$ cat config.mk
export PLATFORM = sky130hd
export DESIGN_NAME = gps_top
export DESIGN_NICKNAME = d
export VERILOG_FILES = /design/src/rtl/gps_pkg.sv /design/src/rtl/gps_if.sv /design/src/rtl/gps_mux.sv /design/src/rtl/gps_top.sv
export SDC_FILE = /design/constraint.sdc
export NUM_CORES = 1
export LEC_CHECK = 0
export BUFFER_PORTS_ARGS = -buffer_cell sky130_fd_sc_hd__buf_2
export CAP_MARGIN = 10
export CORE_ASPECT_RATIO = 1.5
export CORE_UTILIZATION = 57
export DETAILED_ROUTE_END_ITERATION = 8
export GPL_ROUTABILITY_DRIVEN = 1
export GPL_TIMING_DRIVEN = 0
export MAX_ROUTING_LAYER = met4
export PLACE_DENSITY = 0.81
export SYNTH_ARGS = -nofsm -noshare
export SYNTH_HDL_FRONTEND = slang
export SYNTH_HIERARCHICAL = 1
export SYNTH_SLANG_ARGS = --single-unit
$ cat constraint.sdc
create_clock -name CLK -period 2.6 [get_ports CLK]
set_input_delay 0.13 -clock CLK [delete_from_list [all_inputs] [get_ports CLK]]
set_output_delay 0.13 -clock CLK [all_outputs]
set_load 0.01 [all_outputs]
$ cat src/rtl/gps_pkg.sv
// shared constants for the pin-select gpio port
// assumes one 50 MHz clock and an axi4-lite master outside
package gps_pkg;

  // ==========================================================
  // sizes
  localparam int NPIN = 16;
  localparam int NRMP = 46;
  localparam int NEXT = NRMP - NPIN;
  localparam int NPER = 4;
  localparam int SELW = 4;
  localparam int RINW = 6;
  localparam logic [15:0] IMPL_MASK = 16'h7fff;

  // ==========================================================
  // register byte offsets
  localparam logic [7:0] A_DIR = 8'h00;
  localparam logic [7:0] A_LAT = 8'h04;
  localparam logic [7:0] A_PIN = 8'h08;
  localparam logic [7:0] A_ODC = 8'h0c;
  localparam logic [7:0] A_APC = 8'h10;
  localparam logic [7:0] A_CNE = 8'h14;
  localparam logic [7:0] A_WPU = 8'h18;
  localparam logic [7:0] A_WPD = 8'h1c;
  localparam logic [7:0] A_CNS = 8'h20;
  localparam logic [7:0] A_RIN = 8'h24;
  localparam logic [7:0] A_RO0 = 8'h28;
  localparam logic [7:0] A_RO1 = 8'h2c;

  // ==========================================================
  // reset values and selector limits
  localparam logic [15:0] DIR_RST = IMPL_MASK;
  localparam logic [5:0] RIN_RST = 6'h3f;
  localparam logic [5:0] RIN_MAX = 6'h2d;
  localparam logic [3:0] SEL_NULL = 4'h0;
  localparam logic [3:0] SEL_MAX = 4'h4;
  localparam logic [1:0] RESP_OK = 2'h0;
  localparam logic [1:0] RESP_ERR = 2'h2;

  // ==========================================================
  // bus channel states
  typedef enum logic {W_IDLE = 1'b0, W_RESP = 1'b1} gps_wst_t;
  typedef enum logic {R_IDLE = 1'b0, R_DATA = 1'b1} gps_rst_t;

  // byte strobes to a bit mask
  function automatic logic [31:0] gps_smask(input logic [3:0] s);
    gps_smask = {{8{s[3]}}, {8{s[2]}}, {8{s[1]}}, {8{s[0]}}};
  endfunction : gps_smask

endpackage : gps_pkg

$ cat src/rtl/gps_if.sv
// signals between the register block and the pin ownership mux
// assumes both ends share one clock
`timescale 1ns/1ns
interface gps_if;
  import gps_pkg::*;
  logic [NPIN-1:0] dir, lat, odc, apc;
  logic [NPIN-1:0][SELW-1:0] rsel;
  logic [NPIN-1:0] fen, foe, fout;
  logic [NPER-1:0] pout, poe;
  logic [NPIN-1:0] dout, oe_n, pdrv;
  modport mux (input dir, lat, odc, apc, rsel, fen, foe, fout,
    pout, poe, output dout, oe_n, pdrv);
  modport ctl (output dir, lat, odc, apc, rsel, fen, foe, fout,
    pout, poe, input dout, oe_n, pdrv);
endinterface : gps_if

$ cat src/rtl/gps_mux.sv
// per-pin ownership of output data and output enable
// assumes config comes from registers on the same clock
`timescale 1ns/1ns
module gps_mux
  import gps_pkg::*;
(
  gps_if.mux pm // config in, pad drive out
);

  logic [2**SELW-1:0] pv, ev;

  // slot 0 is the null function
  assign pv = (2**SELW)'({pm.pout, 1'b0});
  assign ev = (2**SELW)'({pm.poe, 1'b0});

  // ==========================================================
  // pin cells
  genvar i;
  generate
    for (i = 0; i < NPIN; i++) begin : g_pin
      logic rem, fix, d0, e0;
      // analog use blocks every remapped function
      assign rem = (pm.rsel[i] != SEL_NULL) &&
        (pm.rsel[i] <= SEL_MAX) && !pm.apc[i];
      assign fix = pm.fen[i] && pm.foe[i] && !pm.apc[i] && !rem;
      always_comb begin
        if (rem) begin
          d0 = pv[pm.rsel[i]];
          e0 = ev[pm.rsel[i]];
        end else if (fix) begin
          d0 = pm.fout[i];
          e0 = 1'b1;
        end else begin
          d0 = pm.lat[i];
          e0 = !pm.dir[i];
        end
      end
      // open drain only ever pulls low
      assign pm.dout[i] = pm.odc[i] ? 1'b0 : d0;
      assign pm.oe_n[i] = !(IMPL_MASK[i] && e0 &&
        !(pm.odc[i] && d0));
      assign pm.pdrv[i] = IMPL_MASK[i] && !rem && !fix &&
        !pm.dir[i];
    end
  endgenerate

endmodule : gps_mux

$ cat src/rtl/gps_top.sv
// gpio port with pin select, registers over axi4-lite
// assumes pins and remap pins are asynchronous, peripherals local
//
// How it works
// an enabled peripheral that drives a pin owns it; port driver off
// an enabled peripheral not driving leaves the pin to the port
// port output never loops into a peripheral input on that pin
// direction bit one means input, zero means output
// after reset every implemented pin is an input
// latch reads latch; pin register reads pins; both writes hit latch
// unimplemented bits of latch, direction and pins read zero
// open drain bit per pin: drive low only, release for high
// analog pins read zero in the pin register
// analog pin with direction cleared still gets the port level
// software waits one cycle between a port write and its read
// a change on an enabled pin raises the change request
// each input has its own change notice enable bit
// each pin has separate weak pull-up and pull-down enables
// software drops the pull-up on digital outputs
// an active remapped function beats port and fixed peripherals
// analog use always beats remapped functions
// remapped functions start unconnected until software maps them
// 46 remap pins; 0 to 15 both ways, 16 to 45 input only
// input and output routing live in separate registers
// fixed peripherals sit on their own pin when active
// no routing for bus, change notice, alarm or analog functions
// flag sets when enabled synced level differs from last sample
`timescale 1ns/1ns
module gps_top
  import gps_pkg::*;
(
  input wire logic CLK, // 50 MHz
  input wire logic RSTN, // async reset, low
  input wire logic [7:0] AWADDR, // write address
  input wire logic AWVALID, // write address valid
  output logic AWREADY, // write address taken
  input wire logic [31:0] WDATA, // write data
  input wire logic [3:0] WSTRB, // byte strobes
  input wire logic WVALID, // write data valid
  output logic WREADY, // write data taken
  output logic [1:0] BRESP, // write response
  output logic BVALID, // response valid
  input wire logic BREADY, // response taken
  input wire logic [7:0] ARADDR, // read address
  input wire logic ARVALID, // read address valid
  output logic ARREADY, // read address taken
  output logic [31:0] RDATA, // read data
  output logic [1:0] RRESP, // read response
  output logic RVALID, // read data valid
  input wire logic RREADY, // read data taken
  input wire logic [NPIN-1:0] PIN_IN, // pad levels
  output logic [NPIN-1:0] PIN_OUT, // pad data
  output logic [NPIN-1:0] PIN_OE_N, // pad enable, low drives
  output logic [NPIN-1:0] PU_EN, // weak pull-up on
  output logic [NPIN-1:0] PD_EN, // weak pull-down on
  input wire logic [NEXT-1:0] RP_EXT, // remap pins 16 to 45
  input wire logic [NPIN-1:0] FIX_EN, // fixed peripheral enabled
  input wire logic [NPIN-1:0] FIX_OE, // fixed peripheral drives
  input wire logic [NPIN-1:0] FIX_OUT, // fixed peripheral data
  output logic [NPIN-1:0] FIX_IN, // fixed peripheral input
  input wire logic [NPER-1:0] PER_OUT, // remappable outputs
  input wire logic [NPER-1:0] PER_OE, // remappable drives
  output logic [1:0] RMP_IN, // remappable inputs
  output logic CN_REQ // change notice request
);

  // ==========================================================
  // state
  typedef struct packed {
    logic [NPIN-1:0] dir;
    logic [NPIN-1:0] lat;
    logic [NPIN-1:0] odc;
    logic [NPIN-1:0] apc;
    logic [NPIN-1:0] cne;
    logic [NPIN-1:0] wpu;
    logic [NPIN-1:0] wpd;
    logic cnf;
    logic [1:0][RINW-1:0] rin;
    logic [NPIN-1:0][SELW-1:0] rout;
    logic [NPIN-1:0] s1;
    logic [NPIN-1:0] s2;
    logic [NPIN-1:0] prev;
    logic [NEXT-1:0] e1;
    logic [NEXT-1:0] e2;
    gps_wst_t ws;
    gps_rst_t rs;
    logic [1:0] bresp;
    logic [1:0] rresp;
    logic [31:0] rdata;
  } gps_st_t;

  localparam gps_st_t ST_RST = '{dir: DIR_RST,
    rin: {RIN_RST, RIN_RST}, ws: W_IDLE, rs: R_IDLE,
    default: '0};

  gps_st_t q, d;
  logic [31:0] wm;
  logic [NRMP-1:0] src;
  logic cn_hit;
  logic cn_clr;
  gps_if pif ();

  // ==========================================================
  // helpers
  function automatic logic [15:0] mrg16(input logic [15:0] o,
    input logic [31:0] w, input logic [31:0] m);
    mrg16 = (o & ~m[15:0]) | (w[15:0] & m[15:0]);
  endfunction : mrg16

  function automatic logic [31:0] mrg32(input logic [31:0] o,
    input logic [31:0] w, input logic [31:0] m);
    mrg32 = (o & ~m) | (w & m);
  endfunction : mrg32

  function automatic logic known(input logic [7:0] a);
    known = (a[1:0] == 2'h0) && (a <= A_RO1);
  endfunction : known

  // ==========================================================
  // pin ownership
  assign pif.dir = q.dir;
  assign pif.lat = q.lat;
  assign pif.odc = q.odc;
  assign pif.apc = q.apc;
  assign pif.rsel = q.rout;
  assign pif.fen = FIX_EN;
  assign pif.foe = FIX_OE;
  assign pif.fout = FIX_OUT;
  assign pif.pout = PER_OUT;
  assign pif.poe = PER_OE;

  gps_mux u_mux (
    .pm (pif.mux)
  );

  assign PIN_OUT = pif.dout;
  assign PIN_OE_N = pif.oe_n;
  // pulls are plain register bits; software keeps pull-up off outputs
  assign PU_EN = q.wpu & IMPL_MASK;
  assign PD_EN = q.wpd & IMPL_MASK;

  // ==========================================================
  // peripheral inputs, blind to our own port drive
  assign FIX_IN = q.s2 & ~q.apc & ~pif.pdrv;
  assign src = {q.e2, FIX_IN};
  // only digital remap pins; bus, notice and analog are not routed
  generate
    for (genvar j = 0; j < 2; j++) begin : g_rin
      assign RMP_IN[j] = (q.rin[j] <= RIN_MAX) ?
        src[q.rin[j]] : 1'b0;
    end
  endgenerate

  // ==========================================================
  // change notice on synced levels only; a stopped clock sees nothing
  assign cn_hit = |(q.cne & IMPL_MASK & (q.s2 ^ q.prev));
  assign CN_REQ = q.cnf;
  // software clear: a one in bit 0 of the flag register
  assign cn_clr = AWREADY && (AWADDR == A_CNS) && WDATA[0] && wm[0];

  // ==========================================================
  // bus handshakes
  assign wm = gps_smask(WSTRB);
  assign AWREADY = (q.ws == W_IDLE) && AWVALID && WVALID;
  assign WREADY = AWREADY;
  assign BVALID = (q.ws == W_RESP);
  assign BRESP = q.bresp;
  assign ARREADY = (q.rs == R_IDLE);
  assign RVALID = (q.rs == R_DATA);
  assign RRESP = q.rresp;
  assign RDATA = q.rdata;

  // ==========================================================
  // next state
  always_comb begin
    d = q;
    d.s1 = PIN_IN;
    d.s2 = q.s1;
    d.e1 = RP_EXT;
    d.e2 = q.e1;
    d.prev = q.s2;
    // a clear in the same cycle as a change loses
    if (cn_clr) begin
      d.cnf = 1'b0;
    end
    if (cn_hit) begin
      d.cnf = 1'b1;
    end
    // write channel: address and data taken together
    unique case (q.ws)
      W_IDLE: begin
        if (AWVALID && WVALID) begin
          d.ws = W_RESP;
          d.bresp = known(AWADDR) ? RESP_OK : RESP_ERR;
          case (AWADDR)
            A_DIR: d.dir = mrg16(q.dir, WDATA, wm) & IMPL_MASK;
            A_LAT: d.lat = mrg16(q.lat, WDATA, wm) & IMPL_MASK;
            A_PIN: d.lat = mrg16(q.lat, WDATA, wm) & IMPL_MASK;
            A_ODC: d.odc = mrg16(q.odc, WDATA, wm) & IMPL_MASK;
            A_APC: d.apc = mrg16(q.apc, WDATA, wm) & IMPL_MASK;
            A_CNE: d.cne = mrg16(q.cne, WDATA, wm) & IMPL_MASK;
            A_WPU: d.wpu = mrg16(q.wpu, WDATA, wm) & IMPL_MASK;
            A_WPD: d.wpd = mrg16(q.wpd, WDATA, wm) & IMPL_MASK;
            A_RIN: d.rin = (2*RINW)'(mrg32(32'(q.rin), WDATA, wm));
            A_RO0: d.rout[7:0] = mrg32(q.rout[7:0], WDATA, wm);
            A_RO1: d.rout[15:8] = mrg32(q.rout[15:8], WDATA, wm);
            default: ;
          endcase
        end
      end
      W_RESP: begin
        if (BREADY) begin
          d.ws = W_IDLE;
        end
      end
    endcase
    // read channel: data registered one cycle after the address
    unique case (q.rs)
      R_IDLE: begin
        if (ARVALID) begin
          d.rs = R_DATA;
          d.rresp = known(ARADDR) ? RESP_OK : RESP_ERR;
          case (ARADDR)
            A_DIR: d.rdata = 32'(q.dir);
            A_LAT: d.rdata = 32'(q.lat);
            A_PIN: d.rdata = 32'(q.s2 & ~q.apc & IMPL_MASK);
            A_ODC: d.rdata = 32'(q.odc);
            A_APC: d.rdata = 32'(q.apc);
            A_CNE: d.rdata = 32'(q.cne);
            A_WPU: d.rdata = 32'(q.wpu);
            A_WPD: d.rdata = 32'(q.wpd);
            A_CNS: d.rdata = 32'(q.cnf);
            A_RIN: d.rdata = 32'(q.rin);
            A_RO0: d.rdata = q.rout[7:0];
            A_RO1: d.rdata = q.rout[15:8];
            default: d.rdata = 32'h0;
          endcase
        end
      end
      R_DATA: begin
        if (RREADY) begin
          d.rs = R_IDLE;
        end
      end
    endcase
  end

  // state register; reset leaves all implemented pins as inputs
  always_ff @(posedge CLK or negedge RSTN) begin
    if (!RSTN) begin
      q <= ST_RST;
    end else begin
      q <= d;
    end
  end
endmodule : gps_top

### Word-level counts from Yosys, hierarchy flattened

Cells that the tools add are included.

* $lt $le $gt $ge: 38
* equality and inequality tests: 22
* multiplexer cells: 156
* bitwise gates (word level): 34
* reduce and logical (&&, ||, !) cells: 272

Operators by type and width (count)
* $pmux W32 S12: 1
* $logic_and A1 B1 Y1: 146
* $and A15 B15 Y15: 9
* $bmux W1 S4: 31
* $mux W1: 118
* $or A15 B15 Y15: 7
* $and A32 B32 Y32: 3
* $logic_not A1 Y1: 91
* $lt A4 B5 Y1 const B: 16
* $eq A8 B5 Y1 const B: 8
* $eq A8 B6 Y1 const B: 8
* $le A4 B3 Y1 const B: 16
* $or A32 B32 Y32: 2
* $reduce_bool A4 Y1: 16
* $and A16 B16 Y16: 2
* $eq A8 B4 Y1 const B: 4
* $not A15 Y16: 2
* $not A32 Y32: 1
* $not A15 Y15: 2
* $reduce_and A3 Y1: 10
* $and A15 B16 Y16: 1
* $eq A8 B3 Y1 const B: 2
* $le A8 B6 Y1 const B: 2
* $logic_not A8 Y1: 2
* other kinds (14): 22

* flip-flop bits (word level): 328
* bits of input ports: 161
* output and inout port bits: 124
* word-level logic and storage cells: 558

### Logic depth before layout (Yosys ltp)

* depth in word-level cells: 13
* depth in mapped cells: 10
* depth with buffers taken out: 10

### By module

Netlist, hierarchy kept.

By module, submodules not included
* gps_top: instances 1, cells an instance 1072, area an instance 14247.4 um^2, seq. area each 8166.6 um^2
* gps_mux: instances 1, cells an instance 379, area an instance 2636.3 um^2, seq. area each 0.0 um^2

### Worst setup path before layout

No wires, ideal clock.

* path type: reg-to-output
* start point: reg with a tool-made name
* end point: out RMP_IN[0]
* data arrival time: 2.371 ns
* required time: 2.470 ns
* setup slack: 0.099 ns
* cell stages (with the launch flop): 10
* buffers on the path: 1
* cell sequence: dfrtp_1 clkbuf_1 o21ai_0 nor4b_1 nor3b_1 nor3b_1 mux4_2 nand3_1 o211ai_1 a32o_1

RTL lines
* end: declaration: RTL line gps_top.sv:63 `output logic [1:0] RMP_IN,`

==> flow_metrics.py <==
metrics = {
    "run_status": {
        "outcome": "finished, violations left",
        "violations": "setup timing",
    },
    "setup_path": {
        "crit_fanout": 4,
        "r2r_slack_ps": -40,
        "crit_type": "flip-flop to output port",
        "rr_startpoint": "BVALID$_DFF_PN0_",
        "critPathArrivalTime_ps": 3230,
        "critPathRequiredTime_ps": 2470,
        "end_kind": "output port",
        "critPathLaunchType": "flip-flop",
        "worstRegToRegCells": 6,
    },
    "power_and_ir_drop": {
        "power_frac_clock": 0.417,
        "p_leak_uw": 0.00985,
        "pwr-share-comb": 0.103,
        "pwr_density_cell_mw_per_mm2": 518,
        "swShare": 0.266,
        "p_int_uw": 8140,
        "p_switching_uw": 2960,
        "seq_power_share": 0.480,
        "ir_drop_mv": 0.679,
        "power_uw": 11100,
    },
    "timing": {
        "fmax_mhz": 297,
        "period_share": 1.29,
        "drv_slew": 0,
        "tightestPinTransition_ps": 1060,
        "relSlewSlack": 0.285,
        "skew_ps": 22.4,
        "grt_setup_unrepaired": "yes",
        "setup_viol": 22,
        "hold_viol_final": 0,
        "period_minus_slack_ps": 3360,
        "worst_slack_ps": -762,
    },
    "routing": {
        "via_per_inst": 6.66,
        "totalWireLength_mm": 66.9,
        "firstDrtPassIters": 8,
        "initialDrtViolationCount": 1656,
        "vias": 15300,
        "drc": 0,
        "wl_per_cell_um": 29.1,
        "ant_nets": 0,
    },
    "floorplanning": {
        "die_height_um": 213,
        "die-area_mm2": 0.0303,
        "placementRows": 76,
        "io_pins": 285,
        "core_area_mm2": 0.0289,
        "start_util": 0.584,
        "die_w_um": 143,
    },
    "synthesis": {
        "synth-main-ff-cell": "dfrtp_1",
        "ys_seq_area_frac": 0.484,
        "yosys-top-cells-count": "dfrtp_1 (298), mux2_2 (189), buf_4 (74), nand2_1 (71), nor2_1 (66)",
        "avgSynthCellArea_um2": 11.6,
        "synth_most_common_cell": "dfrtp_1",
        "syn-cell-area_mm2": 0.0169,
        "synth_warnings": 6,
        "synthCells": 1451,
        "ys_types": 80,
        "synth_edf_count": 0,
        "yosysTopAreaCell": "dfrtp_1",
        "ys_async_sr_fraction": 1.00,
        "ys_seq_elements": 325,
        "synth_top_area_frac": 0.442,
        "synthTopCellsByArea": "dfrtp_1 (44%), mux2_2 (13%), dfstp_2 (4.2%)",
    },
    "cells_and_area": {
        "fin_cells": 2297,
        "fin_nets": 2040,
        "regArea_mm2": 0.00821,
        "nFillCells": 2029,
        "final_util": 0.741,
        "multiInputGateArea_mm2": 0.00815,
        "syn_to_final_growth_pct": 26.9,
        "drive_gt1_frac": 0.450,
    },
    "clocking": {
        "clk_pin_slew_ps": 70,
        "worstSkewPairLatency_ps": 600,
        "cts.root.buffer_cell": "clkbuf_16",
        "htree_levels": 1,
        "clockBufferDepth": 3,
        "cts.sinks": 325,
        "cts_buffers": 30,
        "cts_tree": "done",
    },
    "worst_hold_path": {
        "min_from": "WSTRB[0]",
        "hold_path_depth": 4,
        "min-delay-path-class": "primary input to flip-flop",
        "hold_end": "CN_REQ$_DFFE_PN0P_",
    },
    "global_route": {
        "grt_pass1_wl_mm": 94.4,
        "antenna_found_initial": 3,
        "overflow": 0,
        "grt_pass1_vias": 15200,
        "track_usage": 0.449,
        "grt_max_degree": 133,
    },
    "run": {
        "drv_cap": 0,
    },
    "place": {
        "hpwl_mm": 45.7,
        "place.gp.congestion": 1.05,
        "port_buffers": 263,
        "dpl.cell_count": 2113,
    },
}
area by class of cell:
class                           count  area share
Clock inverter                     22     0.00993
Timing Repair Buffer              391       0.120
Tap cell                          390      0.0228
Antenna cell                        4    0.000467
Inverter                           28     0.00502
Buffer                            138      0.0407
Clock buffer                       34      0.0377
Multi-Input combinational cell    965       0.380
Sequential cell                   325       0.383
metal layers:
metal / GRT usage / up-vias / part of all wire
met5: - / - / 0
met4: 0.344 / 0 / 0.090
met3: 0.0946 / 377 / 0.094
met2: 0.732 / 1120 / 0.49
met1: 0.479 / 7528 / 0.33
li1: - / 6262 / -
how the worst max path moves through the flow:
stage | endpoint | cells after the start
detailed placement | RMP_IN[0] | 10
finish | RMP_IN[1] | 10
global route | RMP_IN[1] | 10
CTS | RMP_IN[1] | 10
floorplan | RMP_IN[0] | 9
global placement | async pin | 1
worst max-delay path, cell delays in order (launching register included):
cell	delay (ps)
dfrtp_2	430
o21ai_1	210
nand3_2	140
nand2_1	80
nor2_1	40
or3b_4	450
mux4_2	520
o32ai_4	240
a311oi_1	100
o31ai_2	260
buf_2	190
power groups by stage:
stage / clock [µW] / combinational (µW) / sequential, µW
4_1_cts: 4600 / 1060 / 5310
3_5_place_dp: 0 / 944 / 5410
5_1_grt: 4820 / 1200 / 5340
2_1_floorplan: 0 / 435 / 5360
6_report: 4630 / 1150 / 5330
3_3_place_gp: 0 / 916 / 5400
cells in the final DEF (no fill, tap or decap), drive strengths merged, types with 11 or more instances in the layout:
master       instances
buf                431
dfrtp              298
mux2               204
dlygate4sd3         73
nor2                73
nand2               71
o21ai               69
clkbuf              59
a22oi               47
mux2i               38
nor2b               35
nand3               33
inv                 33
nand3b              30
dfstp               27
o22ai               25
nor3b               24
a21oi               19
nand2b              18
a222oi              18
mux4                17
or3b                17
xor2                16
nor4b               16
a221o               15
or3                 14
and3                14
or4b                13
a2bb2oi             12
o311a               11
o31a                11
per-stage QoR:
step	setup slack, ps	instance area, µm²	TNS (ps)	hold slack [ps]
final	-762	21400	-2290	0.746
after global routing	-783	21400	-2310	21.3
after CTS	-676	20900	-1550	0.667
after detailed placement	-771	18800	-11300	145
after global placement	-4520	18700	-1412100	237
after floorplan	98.7	16900	0	-166
repair_timing:
action | in CTS | in global routing
cloned | 0 | 0
setup endpoints to repair | 78 | 45
hold buffers | 73 | 0
hold endpoints to repair | 179 | 0
setup buffers | 20 | 32
resized for setup | 65 | 89
pin swaps | 10 | 25
kinds of logic (layout without fill, tap and decap cells):
logic type / Yosys count / count (layout) / synth area share
AO/OA/AOI/OAI: 294 / 294 / 0.129
XOR/XNOR: 16 / 16 / 0.00830
buffers and inverters: 168 / 613 / 0.0574
flip-flops: 325 / 325 / 0.484
multiplexers: 259 / 259 / 0.185
other: 3 / 14 / 0.000667
AND/OR/NAND/NOR: 386 / 386 / 0.137
Note: power is estimated with default switching activity, not from simulation.
